==> config.mk <==
export PLATFORM = sky130hd
export DESIGN_NAME = usb_aux_status_dev_flat
export DESIGN_NICKNAME = d
export VERILOG_FILES = /design/src/rtl/usb_aux_status_pkg.sv /design/src/rtl/usb_aux_status_if.sv /design/src/rtl/usb_aux_status_dev.sv /design/src/flat_wrapper.sv
export VERILOG_INCLUDE_DIRS = /design/src /design/src/rtl
export SDC_FILE = /design/constraint.sdc
export NUM_CORES = 1
export LEC_CHECK = 0
export BUFFER_PORTS_ARGS = -buffer_cell sky130_fd_sc_hd__buf_2
export CAP_MARGIN = 20
export CORE_MARGIN = 2
export CORE_UTILIZATION = 51
export DETAILED_ROUTE_END_ITERATION = 10
export HOLD_SLACK_MARGIN = 0.12
export PLACE_DENSITY = 0.87
export SYNTH_ARGS = -nofsm -noshare
export SYNTH_HDL_FRONTEND = slang
export SYNTH_SLANG_ARGS = --single-unit
==> constraint.sdc <==
create_clock -name i_clk_sys -period 1.9 [get_ports i_clk_sys]
set_input_delay 0.19 -clock i_clk_sys [delete_from_list [all_inputs] [get_ports i_clk_sys]]
set_output_delay 0.19 -clock i_clk_sys [all_outputs]
set_load 0.005 [all_outputs]
==> src/rtl/usb_aux_status_consts.svh <==
// Purpose: Offsets, field positions, reset values and timing counts
// Assumes: 125 MHz system clock
// Notes: Shared by the status block and its controller
`ifndef USB_AUX_STATUS_CONSTS_SVH
`define USB_AUX_STATUS_CONSTS_SVH

`define ADDR_BUS_STATUS_CONTROL      8'h1A
`define ADDR_ENDPOINT_FLAGS_MODE     8'h1B
`define ADDR_CLOCK_CONTROL           8'h1C

`define BIT_BUS_IDLE_FLAG            0
`define BIT_REMOTE_WAKE_COMMAND      1
`define BIT_BUS_RESET_FLAG           2
`define BIT_WAKE_SEEN_FLAG           3
`define BIT_AUX_DATA_PIN_IN          4
`define BIT_AUX_CLOCK_PIN_IN         5
`define BIT_AUX_DATA_PIN_OUT         6
`define BIT_AUX_CLOCK_PIN_OUT        7

`define BIT_SELECT_AUX_BUS           4
`define BIT_SELECT_USB_BUS           5
`define BIT_CONVERTER_REFERENCE      6
`define BIT_EMULATOR_FIFO_DIR        7

`define BIT_BUS_CLOCK_ENABLE         3
`define BIT_DEEP_HALT_POWER          4

`define RST_AUX_PIN_OUT              1'b1
`define RST_SELECT_AUX_BUS           1'b0
`define RST_SELECT_USB_BUS           1'b0
`define RST_CONVERTER_REFERENCE      1'b1
`define RST_EMULATOR_FIFO_DIR        1'b0
`define RST_CLOCK_CONTROL            8'h00
`define CLOCK_CONTROL_ARMED          8'h08

`define CLK_PERIOD_NS                8
`define REMOTE_WAKE_HOLD_NS          2000
`define REMOTE_WAKE_HOLD_CYCLES      ((`REMOTE_WAKE_HOLD_NS + `CLK_PERIOD_NS - 1) / `CLK_PERIOD_NS)
`define WAKE_SEEN_HOLD_MS            20
`define WAKE_SEEN_HOLD_CYCLES        ((`WAKE_SEEN_HOLD_MS * 1000000 + `CLK_PERIOD_NS - 1) / `CLK_PERIOD_NS)

`define CTL_ADDR_COMMAND             4'h0
`define CTL_ADDR_TARGET              4'h1
`define CTL_ADDR_DATA                4'h2
`define CTL_ADDR_STATUS              4'h3
`define CMD_RAW_WRITE                0
`define CMD_RAW_READ                 1
`define CMD_ARM_DETECT               2
`define CMD_REMOTE_WAKE              3
`define CMD_CLEAR_ENDPOINT           4
`define CMD_EP_LSB                   5
`define STAT_BUSY                    0
`define STAT_WAKE_RECORDED           1
`define STAT_IRQ_SEEN                2

`endif

==> src/rtl/usb_aux_status_pkg.sv <==
// Purpose: Types shared by both ends
// Assumes: Constants come from the consts header
// Notes: Controller sequencer states
package usb_aux_status_pkg;
    typedef enum logic [2:0] {
        ST_IDLE,
        ST_WRITE,
        ST_READ,
        ST_READ_WAIT,
        ST_EP_WRITE,
        ST_WAKE_HOLD,
        ST_WAKE_RELEASE
    } ctl_state_t;
endpackage

==> src/rtl/usb_aux_status_if.sv <==
// Purpose: Register port between status block and its controller
// Assumes: One clock, read data one cycle after read strobe
// Notes: Interrupt pulses flow back to the controller
`timescale 1ns/1ns
interface usb_aux_status_if;
    logic [7:0] addr;
    logic [7:0] wdata;
    logic       wr;
    logic       rd;
    logic [7:0] rdata;
    logic       usb_irq;
    logic       wake_irq;

    modport dev (input addr, input wdata, input wr, input rd,
                 output rdata, output usb_irq, output wake_irq);
    modport ctl (output addr, output wdata, output wr, output rd,
                 input rdata, input usb_irq, input wake_irq);
endinterface

==> src/rtl/usb_aux_status_dev.sv <==
// Purpose: Bus status, endpoint flags and mode select registers
// Assumes: Engine event inputs are on i_clk_sys; pin inputs are not
// Notes: Aux pins are open drain, driven low only in aux mode
`timescale 1ns/1ns
`include "usb_aux_status_consts.svh"
module usb_aux_status_dev
    import usb_aux_status_pkg::*;
#(
    parameter int WAKE_HOLD_CYCLES = `WAKE_SEEN_HOLD_CYCLES
) (
    input  wire logic       i_clk_sys,
    input  wire logic       i_rst_b,
    usb_aux_status_if.dev   bus,
    input  wire logic       i_sie_suspend,
    input  wire logic       i_sie_bus_reset,
    input  wire logic       i_sie_resume,
    input  wire logic [3:0] i_ep_access,
    input  wire logic       i_aux_data_pin,
    input  wire logic       i_aux_clock_pin,
    output logic            o_aux_data_pin,
    output logic            o_aux_data_oe,
    output logic            o_aux_clock_pin,
    output logic            o_aux_clock_oe,
    output logic            o_remote_wake,
    output logic            o_select_aux_bus,
    output logic            o_select_usb_bus,
    output logic            o_converter_reference,
    output logic            o_emulator_fifo_dir,
    output logic            o_bus_clock_enable,
    output logic            o_deep_halt
);
    logic [1:0]  data_sync;
    logic [1:0]  clock_sync;
    logic        bus_idle_flag;
    logic        bus_reset_flag;
    logic        wake_seen_flag;
    logic [31:0] wake_count;
    logic        aux_data_pin_out;
    logic        aux_clock_pin_out;
    logic [3:0]  endpoint_flags;
    logic [7:0]  clock_control;
    logic        wr_status;
    logic        wr_mode;
    logic        wr_clock;
    logic [3:0]  ep_clear;
    logic        idle_change;
    logic        reset_rise;
    logic        wake_set;
    logic [7:0]  next_rdata;

    assign wr_status = bus.wr && (bus.addr == `ADDR_BUS_STATUS_CONTROL);
    assign wr_mode   = bus.wr && (bus.addr == `ADDR_ENDPOINT_FLAGS_MODE);
    assign wr_clock  = bus.wr && (bus.addr == `ADDR_CLOCK_CONTROL);

    // Pins come from outside the clock domain
    always_ff @(posedge i_clk_sys or negedge i_rst_b) begin
        if (!i_rst_b) begin
            data_sync  <= 2'h3;
            clock_sync <= 2'h3;
        end else begin
            data_sync  <= {data_sync[0], i_aux_data_pin};
            clock_sync <= {clock_sync[0], i_aux_clock_pin};
        end
    end

    assign idle_change = i_sie_suspend != bus_idle_flag;
    assign reset_rise  = i_sie_bus_reset && !bus_reset_flag;
    // Resume counts only while idle; leaving suspend clears the flag only once the hold count has run out
    assign wake_set    = i_sie_resume && bus_idle_flag;

    always_ff @(posedge i_clk_sys or negedge i_rst_b) begin
        if (!i_rst_b) begin
            bus_idle_flag  <= 1'b0;
            bus_reset_flag <= 1'b0;
        end else begin
            bus_idle_flag  <= i_sie_suspend;
            bus_reset_flag <= i_sie_bus_reset;
        end
    end

    // Wake seen lingers until the hold count started at resume runs out, even after idle drops
    always_ff @(posedge i_clk_sys or negedge i_rst_b) begin
        if (!i_rst_b) begin
            wake_seen_flag <= 1'b0;
            wake_count     <= 32'h0;
        end else if (wake_set) begin
            wake_seen_flag <= 1'b1;
            wake_count     <= 32'(WAKE_HOLD_CYCLES);
        end else begin
            if (wake_count != 32'h0) begin
                wake_count <= wake_count - 32'h1;
            end
            if (wake_count == 32'h0 && !bus_idle_flag) begin
                wake_seen_flag <= 1'b0;
            end
        end
    end

    always_ff @(posedge i_clk_sys or negedge i_rst_b) begin
        if (!i_rst_b) begin
            o_remote_wake     <= 1'b0;
            aux_data_pin_out  <= `RST_AUX_PIN_OUT;
            aux_clock_pin_out <= `RST_AUX_PIN_OUT;
        end else if (wr_status) begin
            o_remote_wake     <= bus.wdata[`BIT_REMOTE_WAKE_COMMAND];
            aux_data_pin_out  <= bus.wdata[`BIT_AUX_DATA_PIN_OUT];
            aux_clock_pin_out <= bus.wdata[`BIT_AUX_CLOCK_PIN_OUT];
        end
    end

    // Writing one leaves a flag alone; a new access beats a clear
    assign ep_clear = wr_mode ? ~bus.wdata[3:0] : 4'h0;
    always_ff @(posedge i_clk_sys or negedge i_rst_b) begin
        if (!i_rst_b) begin
            endpoint_flags <= 4'h0;
        end else begin
            endpoint_flags <= (endpoint_flags & ~ep_clear) | i_ep_access;
        end
    end

    always_ff @(posedge i_clk_sys or negedge i_rst_b) begin
        if (!i_rst_b) begin
            o_select_aux_bus      <= `RST_SELECT_AUX_BUS;
            o_select_usb_bus      <= `RST_SELECT_USB_BUS;
            o_converter_reference <= `RST_CONVERTER_REFERENCE;
            o_emulator_fifo_dir   <= `RST_EMULATOR_FIFO_DIR;
        end else if (wr_mode) begin
            o_select_aux_bus      <= bus.wdata[`BIT_SELECT_AUX_BUS];
            o_select_usb_bus      <= bus.wdata[`BIT_SELECT_USB_BUS];
            o_converter_reference <= bus.wdata[`BIT_CONVERTER_REFERENCE];
            o_emulator_fifo_dir   <= bus.wdata[`BIT_EMULATOR_FIFO_DIR];
        end
    end

    always_ff @(posedge i_clk_sys or negedge i_rst_b) begin
        if (!i_rst_b) begin
            clock_control <= `RST_CLOCK_CONTROL;
        end else if (wr_clock) begin
            clock_control <= bus.wdata;
        end
    end
    assign o_bus_clock_enable = clock_control[`BIT_BUS_CLOCK_ENABLE];
    assign o_deep_halt        = clock_control[`BIT_DEEP_HALT_POWER];

    // Open drain: release for one, pull low for zero, only in aux mode
    assign o_aux_data_pin  = 1'b0;
    assign o_aux_clock_pin = 1'b0;
    assign o_aux_data_oe   = o_select_aux_bus && !aux_data_pin_out;
    assign o_aux_clock_oe  = o_select_aux_bus && !aux_clock_pin_out;

    always_comb begin
        next_rdata = 8'h00;
        unique case (bus.addr)
            `ADDR_BUS_STATUS_CONTROL: begin
                next_rdata[`BIT_BUS_IDLE_FLAG]    = bus_idle_flag;
                next_rdata[`BIT_BUS_RESET_FLAG]   = bus_reset_flag;
                next_rdata[`BIT_WAKE_SEEN_FLAG]   = wake_seen_flag;
                next_rdata[`BIT_AUX_DATA_PIN_IN]  = data_sync[1];
                next_rdata[`BIT_AUX_CLOCK_PIN_IN] = clock_sync[1];
            end
            `ADDR_ENDPOINT_FLAGS_MODE: begin
                next_rdata[3:0]                      = endpoint_flags;
                next_rdata[`BIT_SELECT_AUX_BUS]      = o_select_aux_bus;
                next_rdata[`BIT_SELECT_USB_BUS]      = o_select_usb_bus;
                next_rdata[`BIT_CONVERTER_REFERENCE] = o_converter_reference;
            end
            `ADDR_CLOCK_CONTROL: next_rdata = clock_control;
            default: next_rdata = 8'h00;
        endcase
    end

    always_ff @(posedge i_clk_sys or negedge i_rst_b) begin
        if (!i_rst_b) begin
            bus.rdata    <= 8'h00;
            bus.usb_irq  <= 1'b0;
            bus.wake_irq <= 1'b0;
        end else begin
            bus.rdata    <= bus.rd ? next_rdata : 8'h00;
            bus.usb_irq  <= (|i_ep_access) || idle_change || reset_rise || wake_set;
            bus.wake_irq <= wake_set;
        end
    end
endmodule // usb_aux_status_dev

==> src/flat_wrapper.sv <==
// flat-port wrapper written by rule: the top's interface ports become plain ports
module usb_aux_status_dev_flat import usb_aux_status_pkg::*;
#(
    parameter int WAKE_HOLD_CYCLES = `WAKE_SEEN_HOLD_CYCLES
)
  (i_clk_sys, i_rst_b, i_sie_suspend, i_sie_bus_reset, i_sie_resume, i_ep_access, i_aux_data_pin, i_aux_clock_pin, o_aux_data_pin, o_aux_data_oe, o_aux_clock_pin, o_aux_clock_oe, o_remote_wake, o_select_aux_bus, o_select_usb_bus, o_converter_reference, o_emulator_fifo_dir, o_bus_clock_enable, o_deep_halt, bus_addr, bus_wdata, bus_wr, bus_rd, bus_rdata, bus_usb_irq, bus_wake_irq);
  usb_aux_status_if bus_i ();
  input  wire logic i_clk_sys;
  input  wire logic i_rst_b;
  input  wire logic i_sie_suspend;
  input  wire logic i_sie_bus_reset;
  input  wire logic i_sie_resume;
  input  wire logic [3:0] i_ep_access;
  input  wire logic i_aux_data_pin;
  input  wire logic i_aux_clock_pin;
  output logic o_aux_data_pin;
  output logic o_aux_data_oe;
  output logic o_aux_clock_pin;
  output logic o_aux_clock_oe;
  output logic o_remote_wake;
  output logic o_select_aux_bus;
  output logic o_select_usb_bus;
  output logic o_converter_reference;
  output logic o_emulator_fifo_dir;
  output logic o_bus_clock_enable;
  output logic o_deep_halt;
  input wire logic [$bits(bus_i.addr)-1:0] bus_addr;
  input wire logic [$bits(bus_i.wdata)-1:0] bus_wdata;
  input wire logic [$bits(bus_i.wr)-1:0] bus_wr;
  input wire logic [$bits(bus_i.rd)-1:0] bus_rd;
  output wire logic [$bits(bus_i.rdata)-1:0] bus_rdata;
  output wire logic [$bits(bus_i.usb_irq)-1:0] bus_usb_irq;
  output wire logic [$bits(bus_i.wake_irq)-1:0] bus_wake_irq;
  assign bus_i.addr = bus_addr;
  assign bus_i.wdata = bus_wdata;
  assign bus_i.wr = bus_wr;
  assign bus_i.rd = bus_rd;
  assign bus_rdata = bus_i.rdata;
  assign bus_usb_irq = bus_i.usb_irq;
  assign bus_wake_irq = bus_i.wake_irq;
  usb_aux_status_dev #(.WAKE_HOLD_CYCLES(WAKE_HOLD_CYCLES)) u_core (.i_clk_sys(i_clk_sys), .i_rst_b(i_rst_b), .bus(bus_i), .i_sie_suspend(i_sie_suspend), .i_sie_bus_reset(i_sie_bus_reset), .i_sie_resume(i_sie_resume), .i_ep_access(i_ep_access), .i_aux_data_pin(i_aux_data_pin), .i_aux_clock_pin(i_aux_clock_pin), .o_aux_data_pin(o_aux_data_pin), .o_aux_data_oe(o_aux_data_oe), .o_aux_clock_pin(o_aux_clock_pin), .o_aux_clock_oe(o_aux_clock_oe), .o_remote_wake(o_remote_wake), .o_select_aux_bus(o_select_aux_bus), .o_select_usb_bus(o_select_usb_bus), .o_converter_reference(o_converter_reference), .o_emulator_fifo_dir(o_emulator_fifo_dir), .o_bus_clock_enable(o_bus_clock_enable), .o_deep_halt(o_deep_halt));
endmodule
# --- Word level (Yosys, flattened, before mapping) ---
# Index checks and enable logic that the tools add are counted.
word_totals:
  wordCells: 58
  register_bits: 68
  out_inout_bits: 21
op_classes:
  add_sub_neg: 1
  bitwise_logic: 4
  muxes: 11
  reduce_logical: 20
  n_eq_ne: 4
op_table:
  columns: ["op", "n"]
  rows:
  - ["$mux W32", 2]
  - ["$logic_not A32 Y1", 1]
  - ["$reduce_bool A32 Y1", 1]
  - ["$sub A32 B1 Y32 const B", 1]
  - ["$eq A8 B5 Y1 const B", 3]
  - ["$pmux W4 S3", 1]
  - ["$logic_and A1 B1 Y1", 8]
  - ["$mux W8", 1]
  - ["$not A4 Y4", 2]
  - ["$and A4 B4 Y4", 1]
  - ["$logic_not A1 Y1", 4]
  - ["$mux W4", 1]
  - ["$or A4 B4 Y4", 1]
  - ["$pmux W1 S2", 2]
  - ["$reduce_bool A2 Y1", 2]
  - ["$reduce_or A4 Y1", 1]
  - ["$logic_or A1 B1 Y1", 3]
  - ["$mux W1", 3]
  - ["$pmux W1 S3", 1]
  - ["$ne A1 B1 Y1", 1]

# --- Depth between registers and ports, before layout ---
# Gate-level depths: netlist of run 1.
logic_depth:
  word_depth: 6
  mapped_depth: 8

# --- Worst setup path after synthesis of run 1 ---
# OpenSTA, ideal clock, no wires.
synth_path:
  kind: "register to register"
  from: "register u_core.wake_count[0]"
  to: "register u_core.wake_count[17]"
  period_less_slack_ns: 2.081
  slack_ns: -0.181
  path_stages_with_launch: 8
  n_path_buf: 0
  setup_time_ns: 0.136
  t_required_ns: 1.764
  arrival_ns: 1.945
  cell_sequence: "dfrtp_1 -> inv_1 -> ha_1 -> or3b_2 -> nor2_1 -> a31o_2 -> nor3_1 -> or3b_2"
synth_via:
  elab_chain_cells: 3
  word_cells_on_any_way: 5
synth_lines:
  columns: ["item", "line_no", "rtl"]
  rows:
  - ["from (decl)", "usb_aux_status_dev.sv:37", "logic [31:0] wake_count;"]
  - ["from (signal assigned)", "usb_aux_status_dev.sv:88", "wake_count <= 32'(WAKE_HOLD_CYCLES);"]
  - ["from (signal assigned)", "usb_aux_status_dev.sv:91", "wake_count <= wake_count - 32'h1;"]
  - ["$sub A32 B1 Y32", "usb_aux_status_dev.sv:91", null]
  - ["$mux W32", "usb_aux_status_dev.sv:90", "if (wake_count != 32'h0) begin"]
  - ["$mux W32", "usb_aux_status_dev.sv:86", "end else if (wake_set) begin"]
# Several ways; a longest one is shown, not always the timed one. The select of a mux whose other input is x is not followed.
# A chain may end at the register's enable or synchronous reset.

# --- Final worst setup path of run 1 ---
layout_path:
  from: "register u_core.wake_count[20]"
  to: "register u_core.wake_count[19]"
layout_via:
  elab_chain_cells: 2
layout_lines:
  columns: ["item", "line_no"]
  rows:
  - ["$reduce_bool A32 Y1", "usb_aux_status_dev.sv:90"]
  - ["$reduce_bool A2 Y1 (no source line)", null]
# No other way between the ends.

==> results.json, run 1 <==
{
  "outcome": "complete, but fails checks",
  "violations": "setup timing",
  "area_growth_pct": 60.4,
  "ir_drop_mv": 0.785,
  "placed_area_mm2": 0.00399,
  "synthArstFlopShare_pct": 100,
  "cp_max_fo": 5,
  "netlist_area_mm2": 0.00317,
  "grt_pass1_wl_mm": 16.8,
  "gp_congestion": 0.850,
  "synth_warnings": 0,
  "crit_type": "reg2reg",
  "r2r-start": "u_core.wake_count[20]",
  "synthDistinctLibCells": 54,
  "grt_max_degree": 45,
  "clkLatencyLatePin_ns": 0.37,
  "drtPass1Iterations": 7,
  "rr_worst_depth": 7,
  "timing.final.crit_share_pct": 119,
  "multi_input_area_mm2": 0.00180,
  "hold_viol": 0,
  "synth_edf_count": 0,
  "holdPathEnd": "u_core.wake_seen_flag",
  "cts_tree": "built",
  "fillers": 256,
  "core_mm2": 0.00596,
  "grt-ovfl-total": 0,
  "fin_setup_tns_ns": -6.37,
  "cts_sinks": 68,
  "whs_path_depth": 3,
  "start_kind": "flip-flop",
  "rr_endpoint": "u_core.wake_count[19]",
  "dieArea_mm2": 0.00687,
  "rsz0062_at_grt": "true",
  "antenna_found_initial": 1,
  "placementRows": 28,
  "grt_pass1_vias": 3276,
  "drv_cap": 0,
  "pwr-share-comb_pct": 22.5,
  "final_cell_mix": "buf_4, dfrtp_1, buf_2",
  "ff_latch_area_mm2": 0.00171,
  "vias_per_cell": 6.57,
  "timing.critical_path.buf_inv": 2,
  "worstPathRequired_ns": 2.21,
  "io_buffers": 47,
  "clock_path_buffers": 2,
  "p_clk_share_pct": 35.0,
  "drtIter0Drc": 442,
  "wl_per_cell_um": 24.4,
  "p_leak_nw": 2.21,
  "vias": 3516,
  "initial_core_util_pct": 53.3,
  "path_cells": "nor4_1, buf_4, nand3_1, nor3_4, buf_6, o21ai_0, a21oi_2",
  "finalCriticalPeriod_ns": 2.26,
  "clock_skew_ns": 0.0196,
  "synth_flop_cell": "dfrtp_1",
  "drv_slew": 0,
  "wl_mm": 13.1,
  "layoutNonFillerInstCount": 535,
  "final_area_mm2": 0.00509,
  "worst_slack_ns": -0.364,
  "holdCritStartpoint": "i_sie_resume",
  "slew_headroom_pct": 57.8,
  "remaining_drc_errors": 0,
  "finalSetupViolCount": 33,
  "synthCells": 294,
  "p_sw_share_pct": 29.2,
  "cpMaxStageDelayCell": "nor4_1",
  "cp_data_arrival_time_ns": 2.57,
  "place_hpwl_mm": 5.80,
  "powerDensity_mw_per_mm2": 772,
  "yosysSeqAreaShare_pct": 53.9,
  "seq_power_share_pct": 42.5,
  "htree_levels": 3,
  "max_freq_mhz": 442,
  "path_clk_slew_ns": 0.09,
  "final_common_cell": "buf_4",
  "cp.depth": 7,
  "drtAntennaViolNets": 0,
  "die_y_um": 82.9,
  "hold_class": "in2reg",
  "drive_gt1_share_pct": 53.9,
  "cts-root-buf": "clkbuf_8",
  "cp_slowest_stage_delay_ns": 0.60,
  "die_x_um": 82.9,
  "timing.reg2reg.setup_slack_ns": -0.36,
  "cp_top_family": "simple AND/OR/NAND/NOR gates",
  "grtUsageTotal_pct": 31.0,
  "pin_count": 50,
  "place_inst": 472,
  "worst_setup_path_end_kind": "flip-flop",
  "switchingPower_mw": 1.15,
  "syn_area_per_cell_um2": 10.8,
  "nets": 485,
  "tightest_slew_ns": 0.627,
  "internal-power_mw": 2.78,
  "cts_buffers": 9,
  "n_antenna_cell": 0,
  "ys_ff_latch": 68
}
-- worst register-to-register path: stages (launching register included) --
cell     delay (ns)
dfrtp_1        0.42
nor4_1         0.60
buf_4          0.22
nand3_1        0.19
nor3_4         0.27
buf_6          0.18
o21ai_0        0.16
a21oi_2        0.17
-- power groups by stage --
stage / combinational [mW] / sequential [mW] / clock (mW)
after CTS: 0.682 / 1.66 / 1.34
after global placement: 0.527 / 1.67 / 0
after floorplan: 0.256 / 1.69 / 0
final: 0.883 / 1.67 / 1.38
after global routing: 0.923 / 1.68 / 1.45
after detailed placement: 0.546 / 1.68 / 0
-- what timing repair did --
| item | CTS | global route |
|---|---|---|
| hold buffers | 20 | 0 |
| pin swaps | 26 | 18 |
| setup buffers | 13 | 15 |
| gates resized for setup | 37 | 65 |
| endpoints found under the setup margin | 25 | 33 |
| endpoints found under the hold margin | 44 | 0 |
-- Yosys cell counts, drive strengths merged (2+ instances only) --
master / instances / area share [%]
a31oi: 2 / 0.39
clkbuf: 6 / 0.71
nand2b: 6 / 1.2
a21o: 2 / 0.47
mux2: 15 / 5.3
nand4: 2 / 0.39
or4: 8 / 2.1
a21oi: 19 / 3.0
nor2b: 5 / 0.99
o21ai: 12 / 1.9
xor2: 4 / 1.1
o211ai: 4 / 0.95
o31a: 2 / 0.59
buf: 3 / 0.59
or3: 12 / 2.6
a22oi: 7 / 1.7
dfrtp: 61 / 48
o31ai: 3 / 0.71
nand2: 22 / 2.6
inv: 6 / 0.71
or3b: 2 / 0.55
nor2: 22 / 2.6
dfstp: 7 / 5.8
nor3: 7 / 1.3
and3: 4 / 0.79
o41ai: 3 / 0.83
nand3: 8 / 1.4
xnor2: 9 / 2.5
a211oi: 2 / 0.47
nor4: 14 / 4.1
or2: 2 / 0.39
-- routing by layer --
layer,global-route usage [%],up-vias,share of wire [%]
li1,-,1405,-
met1,38.4,1729,36
met2,51.9,274,48
met3,4.87,106,9.6
met4,17.3,2,6.6
met5,0,-,0.084
-- final cells by class --
type	count	area share (%)
Inverter	7	0.516
Sequential cell	68	33.7
Tap cell	75	1.84
Clock inverter	4	1.45
Multi-Input combinational cell	211	35.3
Timing Repair Buffer	158	24.3
Clock buffer	12	2.85
-- flip-flops by register name, summed over array words and instances, names as in the netlist --
signal                        count
u_core.bus_idle_flag              1
u_core.clock_control              8
u_core.o_converter_reference      1
u_core.aux_data_pin_out           1
u_core.bus.wake_irq               1
u_core.o_emulator_fifo_dir        1
u_core.wake_seen_flag             1
u_core.clock_sync                 2
u_core.o_select_usb_bus           1
u_core.data_sync                  2
u_core.bus_reset_flag             1
u_core.endpoint_flags             4
u_core.o_select_aux_bus           1
u_core.bus.usb_irq                1
u_core.aux_clock_pin_out          1
u_core.o_remote_wake              1
u_core.wake_count                32
u_core.bus.rdata                  8
-- worst max-delay path by stage --
stage | start | to | slack, ns
floorplan | u_core.wake_count[12] | u_core.wake_count[19] | -0.16
global placement | u_core.wake_count[14] | u_core.wake_count[19] | -0.16
detailed placement | u_core.wake_count[6] | u_core.wake_count[31] | -0.22
CTS | u_core.wake_count[16] | u_core.wake_count[31] | -0.20
global route | u_core.wake_count[20] | u_core.wake_count[19] | -0.46
finish | u_core.wake_count[20] | u_core.wake_count[19] | -0.36
-- per-stage QoR --
step                      hold slack, ns  utilization, %  total power [mW]  setup slack (ns)
after detailed placement           0.208            67.0              2.23            -0.221
after CTS                          0.130            78.4              3.69            -0.204
after floorplan                   -0.106               -              1.94            -0.156
final                              0.129            85.4              3.93            -0.364
after global routing               0.161            85.4              4.05            -0.456
after global placement             0.202            67.0              2.20            -0.162
-- kinds of logic after synthesis --
kind of cell / share of synthesized area [%]
fa+ha+maj: 0.394
compound gates: 12.3
flops: 53.9
mux: 5.33
buf+inv: 2.13
xor+xnor: 3.59
simple gates: 22.2
other cells: 0.118
No activity file was read; power rests on OpenSTA's default activity.
==> run 2, diff against run 1 <==
Settings changed: BUFFER_PORTS_ARGS -buffer_cell sky130_fd_sc_hd__buf_2 to default, CORE_UTILIZATION 51 to 57, DONT_BUFFER_PORTS from default to 1, PLACE_DENSITY 0.87 to 0.86, SKIP_CTS_REPAIR_TIMING from default to 1.
==> run 2 against run 1 <==
Cell area down 7.4%; flip-flop and latch count unchanged; the run still ends with setup timing left; largest power group unchanged; clock-buffer cell count shrank 2; largest cell class unchanged; highest routed layer is now met4.
==> results.json, run 2 (same netlist as run 1, synthesis figures left out) <==
{
  "crit_start": "u_core.wake_count[14]",
  "pin_count": 50,
  "largest_register_ffs": 32,
  "path_clk_slew_ns": 0.08,
  "fin_util_pct": 86.6,
  "dieArea_mm2": 0.00618,
  "initial_core_util_pct": 58.3,
  "cts_tree": "built",
  "grt_pass1_wl_mm": 12.5,
  "timing.final.crit_share_pct": 120,
  "finalSetupViolCount": 32,
  "cp_data_arrival_time_ns": 2.56,
  "final_area_mm2": 0.00471,
  "cts_buffers": 9,
  "rr_worst_depth": 7,
  "clock_skew_ns": 0.0141,
  "outcome": "complete, but fails checks",
  "hold_class": "in2reg",
  "holdCritStartpoint": "bus_wr",
  "finalCriticalPeriod_ns": 2.27,
  "tightest_slew_ns": 0.491,
  "worstPathRequired_ns": 2.19,
  "drive_gt1_share_pct": 44.6,
  "cts_sinks": 68,
  "layoutNonFillerInstCount": 476,
  "place_hpwl_mm": 5.58,
  "drv_slew": 0,
  "placementRows": 27,
  "wl_mm": 11.4,
  "remaining_drc_errors": 0,
  "place_inst": 418,
  "die_x_um": 78.6,
  "crit_type": "reg2reg",
  "r2r-start": "u_core.wake_count[14]",
  "final_common_cell": "buf_4",
  "holdPathEnd": "u_core.aux_clock_pin_out",
  "cts-root-buf": "clkbuf_8",
  "slew_headroom_pct": 66.9,
  "drv_cap": 0,
  "cp_slowest_stage_delay_ns": 0.45,
  "area_growth_pct": 48.6,
  "worst_slack_ns": -0.373,
  "drtPass1Iterations": 7,
  "grt_max_degree": 69,
  "clkLatencyLatePin_ns": 0.37,
  "gp_congestion": 0.992,
  "drtAntennaViolNets": 0,
  "top_regs": "u_core.wake_count: 32 flops, u_core.bus.rdata: 8 flops, u_core.clock_control: 8 flops",
  "whs_path_depth": 2,
  "worst_setup_path_end_kind": "flip-flop",
  "io_buffers": 0,
  "final_cell_mix": "buf_4, dfrtp_1, dlygate4sd3_1",
  "hold_viol": 0,
  "violations": "setup timing",
  "vias_per_cell": 6.67,
  "cp_max_fo": 2,
  "die_y_um": 78.6,
  "fin_setup_tns_ns": -5.07,
  "p_leak_nw": 1.91,
  "rsz0062_at_grt": "true",
  "grtUsageTotal_pct": 26.9,
  "drtIter0Drc": 363,
  "regMostFlops": "u_core.wake_count",
  "max_freq_mhz": 440,
  "antenna_found_initial": 0,
  "timing.reg2reg.setup_slack_ns": -0.37,
  "vias": 3175,
  "grt-ovfl-total": 0,
  "grt_pass1_vias": 2726,
  "n_antenna_cell": 0,
  "cpMaxStageDelayCell": "or4_4",
  "start_kind": "flip-flop",
  "rr_endpoint": "u_core.wake_count[31]",
  "placed_area_mm2": 0.00371,
  "path_cells": "buf_4, nor4_2, buf_4, nand4_1, or4_4, or4_4, a21oi_2",
  "htree_levels": 3,
  "finalPower_mw": 3.65,
  "clock_path_buffers": 2,
  "core_mm2": 0.00544,
  "ir_drop_mv": 0.621,
  "powerDensity_mw_per_mm2": 774,
  "nets": 429,
  "wl_per_cell_um": 23.9
}
-- run 2: cell types whose count changed in the layout (fill, tap and decap cells not counted), sizes merged --
cell         delta
dlygate4sd3     +3
clkbuf          -2
bufinv          -1
inv             +1
buf            -59
clkinvlp        +2
-- run 2: worst max-delay path, delay by kind of cell, from the launching register on --
family | cells | cell delay, ns
DFF | 1 | 0.39
and+or+nand+nor | 4 | 1.32
AOI/OAI and AO/OA | 1 | 0.17
buffers and inverters | 2 | 0.33
-- run 2: cell type report --
class                      count  area, um^2
sequential                    68        1720
tap                           72        90.1
fill                         224         727
timing repair buffer         102         916
inverter                       7        26.3
clock buffer                  10         128
clock inverter                 6        63.8
multi-input combinational    211        1770
-- run 2: stage by stage --
stage	hold WS [ns]	setup WS (ns)
2_1_floorplan	-0.106	-0.156
3_3_place_gp	-0.104	-0.158
3_5_place_dp	-0.104	-0.293
4_1_cts	-0.486	-0.302
5_1_grt	0.189	-0.410
6_report	0.179	-0.373
-- run 2: per-layer routing --
layer / vias up / share of wire, % / GRT usage [%]
met1: 1569 / 37 / 30.8
met3: 73 / 8.3 / 10.7
met2: 248 / 48 / 43.8
met4: 0 / 6.6 / 13.5
li1: 1285 / - / -
met5: - / 0 / 0
-- run 2: worst max path at each step --
stage,end
floorplan,u_core.wake_count[19]
global placement,u_core.wake_count[19]
detailed placement,u_core.wake_count[31]
CTS,u_core.wake_count[31]
global route,u_core.wake_count[31]
finish,u_core.wake_count[31]
-- run 2: power breakdown --
group	internal [mW]	switching, mW	total (mW)
clock	0.606	0.609	1.22
sequential	1.55	0.153	1.70
combinational	0.384	0.344	0.728
total	2.54	1.11	3.65
